## config.mk

```make
export PLATFORM = sky130hd
export DESIGN_NAME = ebrg_arbiter
export DESIGN_NICKNAME = d
export VERILOG_FILES = /design/src/rtl/ebrg_pkg.sv /design/src/rtl/ebrg_arbiter.sv /design/src/rtl/ebrg_sync.sv
export SDC_FILE = /design/constraint.sdc
export NUM_CORES = 1
export LEC_CHECK = 0
export BUFFER_PORTS_ARGS = -buffer_cell sky130_fd_sc_hd__buf_2
export CORE_UTILIZATION = 35
export CTS_BUF_LIST = sky130_fd_sc_hd__clkbuf_8 sky130_fd_sc_hd__clkbuf_16
export CTS_CLUSTER_DIAMETER = 30
export DETAILED_ROUTE_END_ITERATION = 10
export PLACE_DENSITY = 0.71
export SYNTH_ARGS = -nofsm -noshare
export SYNTH_HDL_FRONTEND = slang
export SYNTH_SLANG_ARGS = --single-unit
export TNS_END_PERCENT = 100
```

## constraint.sdc

```tcl
create_clock -name sys_clk_i -period 1.7 [get_ports sys_clk_i]
set_clock_uncertainty 0.1 [all_clocks]
set_input_delay 0.085 -clock sys_clk_i [delete_from_list [all_inputs] [get_ports sys_clk_i]]
set_output_delay 0.085 -clock sys_clk_i [all_outputs]
set_load 0.02 [all_outputs]
```

## src/rtl/ebrg_pkg.sv

```systemverilog
package ebrg_pkg;

  // ****************************************************
  // Synchroniser and reset values
  // ****************************************************
  localparam int unsigned SYNC_STAGES = 2;
  localparam int unsigned REQ_W = 2;
  localparam logic [1:0] REQ_IDLE = 2'h3;
  localparam logic LVL_INACTIVE_N = 1'h1;
  localparam logic DRV_ON = 1'h1;

  // ****************************************************
  // Arbiter state
  // ****************************************************
  typedef enum logic [1:0] {
    ST_OWN = 2'h1,
    ST_GRANT = 2'h2
  } ebrg_state_t;

  // Core handshake towards the sequencer and memory interface
  typedef struct packed {
    logic acc_busy;
    logic acc_want;
    logic instr_ready;
  } ebrg_core_in_t;

  typedef struct packed {
    logic drv_en;
    logic halt;
    logic acc_allow;
    logic core_reset_n;
  } ebrg_core_out_t;

  // Pin group on the memory bus side
  typedef struct packed {
    logic bus_grant_n;
    logic bus_grant_n_oe;
    logic emu_bus_grant_n;
    logic bus_grant_hung_n;
  } ebrg_pins_t;

  typedef struct packed {
    ebrg_state_t st;
    ebrg_pins_t pins;
    ebrg_core_out_t core;
  } ebrg_regs_t;

endpackage : ebrg_pkg

```

## src/rtl/ebrg_arbiter.sv

```systemverilog
// Contract
// - Request with no access underway: next cycle float bus, grant, halt.
// - Run-on mode grants likewise but halts only at next external access.
// - Request during an access: grant the cycle after the access ends.
// - Grant may fall mid-instruction, between two external accesses.
// - Request released: drop grant, drive bus again, resume where stopped.
// - Requests honoured during boot and processor reset too, but not under emulator halt.
// - Hung flag asserted when ready to execute but stalled by grant.
// - Request withdrawn while stalled: drop grant and hung, then access.
// - Emulation enable swaps in emulator reset, request, grant; floats grant.
// - Single-step or emulator halt ignores target reset and request.
`timescale 1ns/1ns
`default_nettype none

module ebrg_arbiter
  import ebrg_pkg::*;
(
  input wire logic sys_clk_i,
  input wire logic rst_b_i,
  input wire logic bus_req_n_i,
  input wire logic proc_reset_n_i,
  input wire logic emu_enable_i,
  input wire logic emu_bus_req_n_i,
  input wire logic emu_reset_n_i,
  input wire logic emu_halted_i,
  input wire logic run_on_mode_i,
  input wire ebrg_core_in_t core_i,
  output ebrg_pins_t pins_o,
  output ebrg_core_out_t core_o
);

  // ****************************************************
  // Request synchronisation
  // ****************************************************
  logic [REQ_W-1:0] req_n_sync;
  logic req_sel;
  logic req_eff;
  logic granting;

  ebrg_sync #(
    .WIDTH(REQ_W),
    .RST_VAL(REQ_IDLE)
  ) u_req_sync (
    .sys_clk_i(sys_clk_i),
    .rst_b_i(rst_b_i),
    .d_i({emu_bus_req_n_i, bus_req_n_i}),
    .q_o(req_n_sync)
  );

  // Bit 1 is the emulator request, bit 0 the target request
  always_comb
  begin
    req_sel = emu_enable_i ? !req_n_sync[1] : !req_n_sync[0];
    req_eff = req_sel && !emu_halted_i;
  end

  // ****************************************************
  // State and registered outputs
  // ****************************************************
  ebrg_regs_t r_q;
  ebrg_regs_t r_d;

  always_comb
  begin
    r_d = r_q;
    granting = 1'h0;
    // Processor reset does not enter here, so arbitration continues through it
    unique case (r_q.st)
      ST_OWN:
      begin
        // An access in flight finishes first; its gap cycle is the slot
        if (req_eff && !core_i.acc_busy)
        begin
          r_d.st = ST_GRANT;
        end
      end
      ST_GRANT:
      begin
        if (!req_eff)
        begin
          r_d.st = ST_OWN;
        end
      end
    endcase
    granting = (r_d.st == ST_GRANT);

    r_d.core.drv_en = !granting;
    // Run-on keeps executing until the core asks for the bus
    r_d.core.halt = granting && (!run_on_mode_i || core_i.acc_want
                                 || r_q.core.halt);
    // No new access starts once a request is pending
    r_d.core.acc_allow = !granting && !req_eff;
    r_d.pins.bus_grant_hung_n =
      !(granting && r_d.core.halt && core_i.instr_ready);

    // Normal grant pin floats while the emulator owns the interface
    r_d.pins.bus_grant_n_oe = !emu_enable_i;
    r_d.pins.bus_grant_n = emu_enable_i ? LVL_INACTIVE_N : !granting;
    r_d.pins.emu_bus_grant_n = emu_enable_i ? !granting : LVL_INACTIVE_N;

    // Reset source follows emulation; frozen while emulator halts the core
    if (!emu_halted_i)
    begin
      r_d.core.core_reset_n = emu_enable_i ? emu_reset_n_i
                                           : proc_reset_n_i;
    end

    if (!rst_b_i)
    begin
      r_d.st = ST_OWN;
      r_d.pins.bus_grant_n = LVL_INACTIVE_N;
      r_d.pins.bus_grant_n_oe = DRV_ON;
      r_d.pins.emu_bus_grant_n = LVL_INACTIVE_N;
      r_d.pins.bus_grant_hung_n = LVL_INACTIVE_N;
      r_d.core.drv_en = DRV_ON;
      r_d.core.halt = 1'h0;
      r_d.core.acc_allow = 1'h0;
      // Core held in reset until the first selected level is sampled
      r_d.core.core_reset_n = 1'h0;
    end
  end

  always_ff @(posedge sys_clk_i)
  begin
    r_q <= r_d;
  end

  assign pins_o = r_q.pins;
  assign core_o = r_q.core;

  // ****************************************************
  // Checks
  // ****************************************************
  logic granted;
  assign granted = (r_q.st == ST_GRANT);
endmodule : ebrg_arbiter

`default_nettype wire

```

## src/rtl/ebrg_sync.sv

```systemverilog
`timescale 1ns/1ns
`default_nettype none

module ebrg_sync
  import ebrg_pkg::*;
#(
  parameter int unsigned WIDTH = REQ_W,
  parameter logic [WIDTH-1:0] RST_VAL = '1
)
(
  input wire logic sys_clk_i,
  input wire logic rst_b_i,
  input wire logic [WIDTH-1:0] d_i,
  output logic [WIDTH-1:0] q_o
);

  typedef struct packed {
    logic [WIDTH-1:0] meta;
    logic [WIDTH-1:0] stable;
  } ebrg_sync_regs_t;

  ebrg_sync_regs_t r_q;
  ebrg_sync_regs_t r_d;

  // ****************************************************
  // Two flops; the first one feeds only the second
  // ****************************************************
  always_comb
  begin
    r_d = r_q;
    r_d.meta = d_i;
    r_d.stable = r_q.meta;
    if (!rst_b_i)
    begin
      r_d.meta = RST_VAL;
      r_d.stable = RST_VAL;
    end
  end

  always_ff @(posedge sys_clk_i)
  begin
    r_q <= r_d;
  end

  assign q_o = r_q.stable;

endmodule : ebrg_sync

`default_nettype wire

```

==> run summary, run 1 <==
Unrepaired setup endpoints after global routing: false
Core area: 1350 um^2
Class of the worst hold path: primary input to flop
Total Routing Usage GR: 0.130
Mux contribution to synthesized area: 0.0692
P_leak: 0.305 nW
CP endpoint kind: flop
Top area cells in the synthesized netlist: dfxtp_1 (53%), buf_4 (11%), nand2b_1 (7.2%)
WS Path Type: primary input to flop
Port bufs: 19
Cell area after synthesis: 524 um^2
Sink Count: 14
Placed Cells incl. Taps: 73
Ys flop type: dfxtp_1
Clock buffer count from CTS: 3
Combinational family with the most area after synthesis: simple AND/OR/NAND/NOR gates
Final-report max-slew violation count: 0
DRC Markers: 0
Antenna diode count: 0
Top cell type's share of synthesized area: 0.535
Slowest CP cell: dlygate4sd3_1
Count leader, synth: dfxtp_1
Clock power share: 0.439
Number of gates resized after CTS: 0
Maximum vdd drop: 704 uV
Yosys top cell by area: dfxtp_1
Ys async rst share: 0
IO Pins: 20
Complex-gate fraction of the synthesized area: 0.0907
Clock latency on the worst-skew pair: 0.24 ns
Fin util: 0.521
Number of synthesized flops with an enable pin: 0
Starting Density: 0.388
Worst-case clock buffer depth: 2
Pwr per Cell Area: 1030 nW/um^2
Area growth syn-to-layout: 34.1%
Flop pwr share: 0.474
Synthesis-stage register bit count: 14
Yosys warnings: 0
Commonest cells post-synth: dfxtp_1 (14), buf_4 (8), nand2b_1 (6)
CTS tree: done
Post-Route WL: 811 um
Gr ovfl total: 0
Relative slew slack: 0.751
Sw Ratio: 0.197
Actual slew at the worst max-slew pin: 0.373 ns
Met1 WL: 321 um
Hpwl dp: 578 um
TNS Setup: 0 ns
DR iter-0 viols: 5
Met3 WL: 68 um
Max layer used: met4
Pin count of the biggest net entering global routing: 9
Htree depth: 1
Post-Synth XOR/XNOR Area: 0
Comb pwr share: 0.087
Internal Pwr Total: 0.579 mW
Switching power: 0.142 mW
Worst EP required: 1.72 ns
Initial antenna violation count: 0
Final GP Congestion: 0.665
Non-filler instance count after layout: 84
Nets: 82
Register area share after synthesis: 0.535
Vias per cell: 4.31
Die Y: 40.7 um
Final worst path period share: 0.944
Fraction of layout cells with a size suffix above 1: 0.377
Final antenna-violating net count: 0
Routed len/inst: 9.65 um
Max frequency: 0.623 GHz
Clock Tree Root: clkbuf_8
DR pass1 iterations: 3
Worst hold slack: 0.0170 ns
Slowest stage delay, CP: 0.53 ns
DR vias: 362
Crit path cell chain: dlygate4sd3_1 > buf_2 > mux2_4 > a2111oi_4 > nand3b_1
Count of cell types in the netlist: 16
Cts hold-fix bufs: 7
Worst-path clk slew: 0.05 ns
Crit path launch type: primary input
Status: finished, final reports clean
CP arrival: 1.62 ns
Metal2 WL: 402 um
Final Hold Violating Endpoints: 0
Post-Place Cell Area: 578 um^2
Die X: 40.7 um
First-pass GRT wire length: 1.25 mm
Post-Synth Simple-Gate Area: 0.162
Max-cap violations: 0
Core Rows: 13
Post-CTS setup buffer count: 0
Syn Area/Cell: 11.2 um^2
Final Cell Area: 703 um^2
Mapped Cells: 47
Synth Area in Adders: 0
# setup viols final: 0
Tmin final: 1.60 ns
Vias in the first global route: 334
Post-synth net total: 59
Worst-path maximum fanout: 5
Die ar.: 1660 um^2
-- cell families after synthesis --
logic type	after synthesis
buf+inv	12
compound gates	3
mux	3
flops	14
simple gates	15
-- path summary, 6_finish.rpt --
path,start,to,slack (ns),depth (start not counted)
max,emu_enable_i,pins_o[0]$_SDFF_PN1_,0.1,5
min,core_i[2],core_o[3]$_SDFF_PN1_,0.02,3
max reg2reg,u_req_sync.q_o[0]$_SDFF_PN1_,pins_o[0]$_SDFF_PN1_,0.36,3
min reg2reg,u_req_sync.r_q[3]$_SDFF_PN1_,u_req_sync.q_o[1]$_SDFF_PN1_,0.31,1
-- flip-flops by register name, indices dropped and copies added (netlist names) --
signal / count
pins_o: 4
u_req_sync.r_q: 2
core_o: 4
r_q: 2
u_req_sync.q_o: 2
-- layout make-up --
type,count,area [um^2]
fillers,123,647
multi-input cells,21,169
well taps,15,18.8
clock buffers,4,55.1
inverters,4,15.0
repair buffers,26,165
flip-flops and latches,14,280
-- power by group through the flow --
stage | registers (mW) | clock network [mW] | logic [mW]
final | 0.341 | 0.317 | 0.0628
after global routing | 0.342 | 0.350 | 0.0686
after CTS | 0.342 | 0.327 | 0.0635
after detailed placement | 0.349 | 0 | 0.0513
after global placement | 0.348 | 0 | 0.0503
after floorplan | 0.348 | 0 | 0.0330
-- metrics by stage --
stage | setup slack [ns] | power, mW
2_1_floorplan | 0.426 | 0.381
3_3_place_gp | 0.397 | 0.399
3_5_place_dp | 0.362 | 0.400
4_1_cts | 0.0945 | 0.732
5_1_grt | 0.0404 | 0.761
6_report | 0.0959 | 0.721
-- layer usage --
| metal | up-vias | global-route usage |
|---|---|---|
| li1 | 189 | - |
| met1 | 158 | 0.0957 |
| met2 | 12 | 0.222 |
| met3 | 3 | 0.0978 |
| met4 | 0 | 0.100 |
| met5 | - | 0 |
-- cells in the final DEF, fill, tap and decap left out --
cell type      synthesis  final
a2111oi_4              1      1
and2b_1                1      1
buf_2                  0     19
clkbuf_8               0      4
dfxtp_1               14     14
dlygate4sd3_1          0      7
inv_1                  4      4
mux2_2                 1      1
mux2_4                 1      1
mux2i_1                1      1
nand2_1                2      2
nand2b_1               6      6
nand3b_1               1      1
nor2_1                 3      3
nor3b_1                1      1
nor4_1                 1      1
o221a_1                1      1
o221ai_1               1      1
-- critical path: cells and delay by family --
family / cells / cell delay (ns)
and+or+nand+nor: 1 / 0.11
AOI/OAI and AO/OA: 1 / 0.42
muxes: 1 / 0.32
buffers and inverters: 2 / 0.68
No activity file was read; power rests on OpenSTA's default activity.
==> run 2, diff against run 1 <==
SYNTH_HIERARCHICAL = 1   (was unset)
==> run 2 against run 1 <==
Effect of this change: synthesized cell count up 4.3%; critical endpoint unchanged; cell area up 0.89%; largest cell class unchanged; sequential power about the same; highest routed layer unchanged; setup slack better by 0.10 ns; clock-buffer cell count unchanged; critical path depth unchanged.
==> run summary, run 2 <==
Worst hold slack: 0.0373 ns
Die Y: 41.5 um
P_leak: 0.305 nW
Cell area after synthesis: 546 um^2
Clock Tree Root: clkbuf_8
DRC Markers: 0
Initial antenna violation count: 0
Max frequency: 0.665 GHz
Relative slew slack: 0.746
CP arrival: 1.52 ns
Final-report max-slew violation count: 0
Final worst path period share: 0.884
IO Pins: 20
Multi-input gate area: 175 um^2
Hpwl dp: 532 um
Ys async rst share: 0
Worst EP required: 1.71 ns
Starting Density: 0.395
# setup viols final: 0
Count leader, synth: dfxtp_1
TNS Setup: 0 ns
Commonest cells post-synth: dfxtp_1 (14), buf_4 (10), nand2b_1 (6)
Max-cap violations: 0
Met1 WL: 328 um
WS Path Type: primary input to flop
Crit path launch type: primary input
CP endpoint kind: flop
Vias in the first global route: 359
Post-synth net total: 61
Status: finished, final reports clean
First-pass GRT wire length: 1.45 mm
Antenna diode count: 0
Register area share after synthesis: 0.514
Maximum vdd drop: 620 uV
Die X: 41.5 um
Htree depth: 1
Class of the worst hold path: primary input to flop
Cts hold-fix bufs: 7
Final worst-path setup slack: 0.197 ns
Core area: 1380 um^2
DR iter-0 viols: 2
Clock latency on the worst-skew pair: 0.24 ns
Die ar.: 1720 um^2
Comb pwr share: 0.089
Yosys warnings: 6
Top cell type's share of synthesized area: 0.514
Routed len/inst: 9.79 um
Fraction of layout cells with a size suffix above 1: 0.391
Most common cell after layout, fill and taps aside: buf_2
Worst-path clk slew: 0.05 ns
Most frequent cells in the layout: buf_2 (19), dfxtp_1 (14), dlygate4sd3_1 (7)
Synthesis-stage register bit count: 14
Tmin final: 1.50 ns
Pwr per Cell Area: 1010 nW/um^2
Pwr Total: 0.719 mW
Ys flop type: dfxtp_1
DR vias: 376
Yosys top cell by area: dfxtp_1
Max layer used: met4
Top area cells in the synthesized netlist: dfxtp_1 (51%), buf_4 (14%), nand2b_1 (6.9%)
Syn Area/Cell: 11.1 um^2
Seq. cell area: 280 um^2
Metal2 WL: 394 um
Total Routing Usage GR: 0.112
Count of cell types in the netlist: 16
Vias per cell: 4.48
DR pass1 iterations: 2
Core Rows: 13
Worst-path maximum fanout: 5
Final GP Congestion: 0.591
Post-Route WL: 822 um
Filler Cell Count: 133
Switching power: 0.140 mW
Area growth syn-to-layout: 30.0%
Clock power share: 0.435
Unrepaired setup endpoints after global routing: false
Nets: 82
Clock buffer count from CTS: 3
Number of synthesized flops with an enable pin: 0
CTS tree: done
Gr ovfl total: 0
Final antenna-violating net count: 0
Post-CTS setup buffer count: 0
Worst-case clock buffer depth: 2
Port bufs: 19
Sink Count: 14
Actual slew at the worst max-slew pin: 0.380 ns
Internal Pwr Total: 0.578 mW
Flop pwr share: 0.475
Pin count of the biggest net entering global routing: 9
Met3 WL: 84 um
Mapped Cells: 49
Number of gates resized after CTS: 0
Final Hold Violating Endpoints: 0
Pre-CTS WS: 0.428 ns
Sw Ratio: 0.195
run 2: power groups by stage:
| stage | clock (mW) | combinational, mW | sequential [mW] |
|---|---|---|---|
| 2_1_floorplan | 0 | 0.0360 | 0.348 |
| 3_3_place_gp | 0 | 0.0512 | 0.348 |
| 3_5_place_dp | 0 | 0.0520 | 0.348 |
| 4_1_cts | 0.323 | 0.0646 | 0.341 |
| 5_1_grt | 0.341 | 0.0702 | 0.342 |
| 6_report | 0.313 | 0.0643 | 0.341 |
run 2: layout make-up:
type / instances / area share
multi-input combinational: 21 / 0.247
tap: 15 / 0.0265
sequential: 14 / 0.395
clock buffer: 4 / 0.0776
timing repair buffer: 26 / 0.233
inverter: 4 / 0.0212
run 2: kinds of logic after synthesis:
logic type | Yosys count | synth area share
mux | 3 | 0.0665
buf+inv | 14 | 0.165
flops | 14 | 0.514
compound gates | 3 | 0.0872
simple gates | 15 | 0.167
run 2: worst paths after layout:
path / startpoint / to / slack [ns] / depth (start not counted)
worst max-delay path: emu_enable_i / pins_o[0]$_SDFF_PN1_ / 0.20 / 5
worst min-delay path: core_i[2] / core_o[3]$_SDFF_PN1_ / 0.04 / 3
worst max register to register: r_q[8]$_SDFF_PN1_ / pins_o[0]$_SDFF_PN1_ / 0.41 / 3
worst min register to register: u_req_sync/r_q[3]$_SDFF_PN1_ / u_req_sync/q_o[1]$_SDFF_PN1_ / 0.31 / 1
run 2: metrics by stage:
step	utilization	std cells	instance area, um^2
2_1_floorplan	-	49	546
3_3_place_gp	0.423	73	584
3_5_place_dp	0.423	73	584
4_1_cts	0.513	84	709
5_1_grt	0.513	84	709
6_report	0.513	84	709
run 2: routing by layer:
layer  global-route usage  vias to the layer above
met4               0.0387                        0
met5                    0                        -
met3               0.0739                        4
met1                0.111                      167
met2                0.188                       16
li1                     -                      189
run 2: critical path, stage by stage:
cell and delay [ns]:
dlygate4sd3_1 0.53, buf_2 0.15, mux2_4 0.33, a2111oi_4 0.30
nand3b_1 0.11
==> run 3, diff against run 2 <==
CORE_MARGIN = 10   (was unset)
GPL_TIMING_DRIVEN = 0   (was unset)
==> run 3 against run 2 <==
Effect of this change: first-iteration DRC count grew 100%; critical endpoint unchanged; non-clock buffer count grew 10; largest cell class unchanged; flip-flop and latch count is the same.
==> run summary, run 3 (synthesis gave the netlist of run 2 again) <==
Maximum vdd drop: 539 uV
Pwr Total: 0.727 mW
Final Cell Area: 786 um^2
Switching power: 0.141 mW
Final-report max-slew violation count: 0
Max frequency: 0.664 GHz
Final GP Congestion: 0.683
Sink Count: 14
Max-cap violations: 0
Die Y: 59.5 um
Hpwl dp: 816 um
Gr ovfl total: 0
Post-Route WL: 1.02 mm
Worst hold slack: 0.0481 ns
DR vias: 404
Worst-path clk slew: 0.05 ns
Reg-to-reg slack, setup: 0.36 ns
Clock power share: 0.428
GR peak layer: met2
Worst hold start: core_i[1]
Sw Ratio: 0.194
CTS tree: done
Routed len/inst: 10.7 um
Starting Density: 0.366
Nets: 92
Htree depth: 1
Status: finished, final reports clean
Comb pwr share: 0.101
Met2 Use GR: 0.104
CP endpoint kind: flop
Final worst path period share: 0.886
TNS Setup: 0 ns
WS Path Type: primary input to flop
Post-Place Cell Area: 661 um^2
Clock buffer count from CTS: 3
Number of gates resized after CTS: 0
Most frequent cells in the layout: buf_2 (19), dfxtp_1 (14), buf_4 (10)
First-pass GRT wire length: 1.79 mm
Clock latency on the worst-skew pair: 0.24 ns
Flop pwr share: 0.471
# setup viols final: 0
Worst flop-to-flop path startpoint: u_req_sync/q_o[0]$_SDFF_PN1_
CP arrival: 1.52 ns
Worst-path maximum fanout: 5
Actual slew at the worst max-slew pin: 0.378 ns
FF-to-FF End: pins_o[0]$_SDFF_PN1_
Fraction of layout cells with a size suffix above 1: 0.468
Unrepaired setup endpoints after global routing: false
IO Pins: 20
Total Routing Usage GR: 0.0673
Vias per cell: 4.25
Final Hold Violating Endpoints: 0
Clock Tree Root: clkbuf_8
Class of the worst hold path: primary input to flop
Worst-case clock buffer depth: 2
Final antenna-violating net count: 0
Pre-CTS WS: 0.345 ns
Die X: 59.5 um
Worst EP required: 1.71 ns
Die ar.: 3540 um^2
Hold Path End: pins_o[0]$_SDFF_PN1_
Tmin final: 1.51 ns
Fin util: 0.528
Worst Hold Path Cells: 3
Cts hold-fix bufs: 7
DR iter-0 viols: 4
Pwr per Cell Area: 925 nW/um^2
Core area: 1490 um^2
DRC Markers: 0
DR pass1 iterations: 4
Crit path launch type: primary input
Vias in the first global route: 417
Initial antenna violation count: 0
Final worst-path setup slack: 0.194 ns
Antenna diode count: 0
Pin count of the biggest net entering global routing: 9
Non-filler instance count after layout: 95
P_leak: 0.350 nW
Relative slew slack: 0.748
Placed Cells incl. Taps: 84
Met3 usage: 0.0494
Most common cell after layout, fill and taps aside: buf_2
Post-CTS setup buffer count: 0
Met1 Track Usage GR: 0.0630
Worst r2r path cells: 4
Port bufs: 19
Core Rows: 14
Internal Pwr Total: 0.586 mW
Area growth syn-to-layout: 44.0%
-- run 3: cell types whose count changed in the layout (fill, tap and decap cells not counted) --
cell   change
buf_4     +10
-- run 3: critical path, stage by stage --
cell and delay [ns]:
dlygate4sd3_1 0.53, buf_2 0.16, mux2_4 0.33, a2111oi_4 0.30, nand3b_1 0.11
-- run 3: power by group through the flow --
stage                     Clock (mW)  Combinational [mW]  Sequential (mW)
final                          0.311              0.0738            0.342
after global routing           0.345              0.0819            0.343
after CTS                      0.322              0.0748            0.342
after detailed placement           0              0.0625            0.349
after global placement             0              0.0608            0.349
after floorplan                    0              0.0360            0.348
-- run 3: final cells by class --
class,instances,area [um^2]
Buffer,10,75.1
Clock buffer,4,55.1
Fill cell,132,703
Inverter,4,15.0
Multi-Input combinational cell,21,175
Sequential cell,14,280
Tap cell,16,20.0
Timing Repair Buffer,26,165
-- run 3: per-layer routing --
metal	vias up	routed length, um
li1	208	-
met1	181	404
met2	15	486
met3	0	126
met4	0	0
met5	-	0
-- run 3: worst max path at each step --
stage	startpoint	endpoint	slack, ns
after floorplan	u_req_sync/q_o[0]$_SDFF_PN1_	pins_o[0]$_SDFF_PN1_	0.43
after global placement	u_req_sync/q_o[0]$_SDFF_PN1_	pins_o[0]$_SDFF_PN1_	0.37
after detailed placement	u_req_sync/q_o[0]$_SDFF_PN1_	pins_o[0]$_SDFF_PN1_	0.35
after CTS	emu_enable_i	pins_o[0]$_SDFF_PN1_	0.18
after global routing	emu_enable_i	pins_o[1]$_SDFF_PN1_	0.08
final	emu_enable_i	pins_o[0]$_SDFF_PN1_	0.19
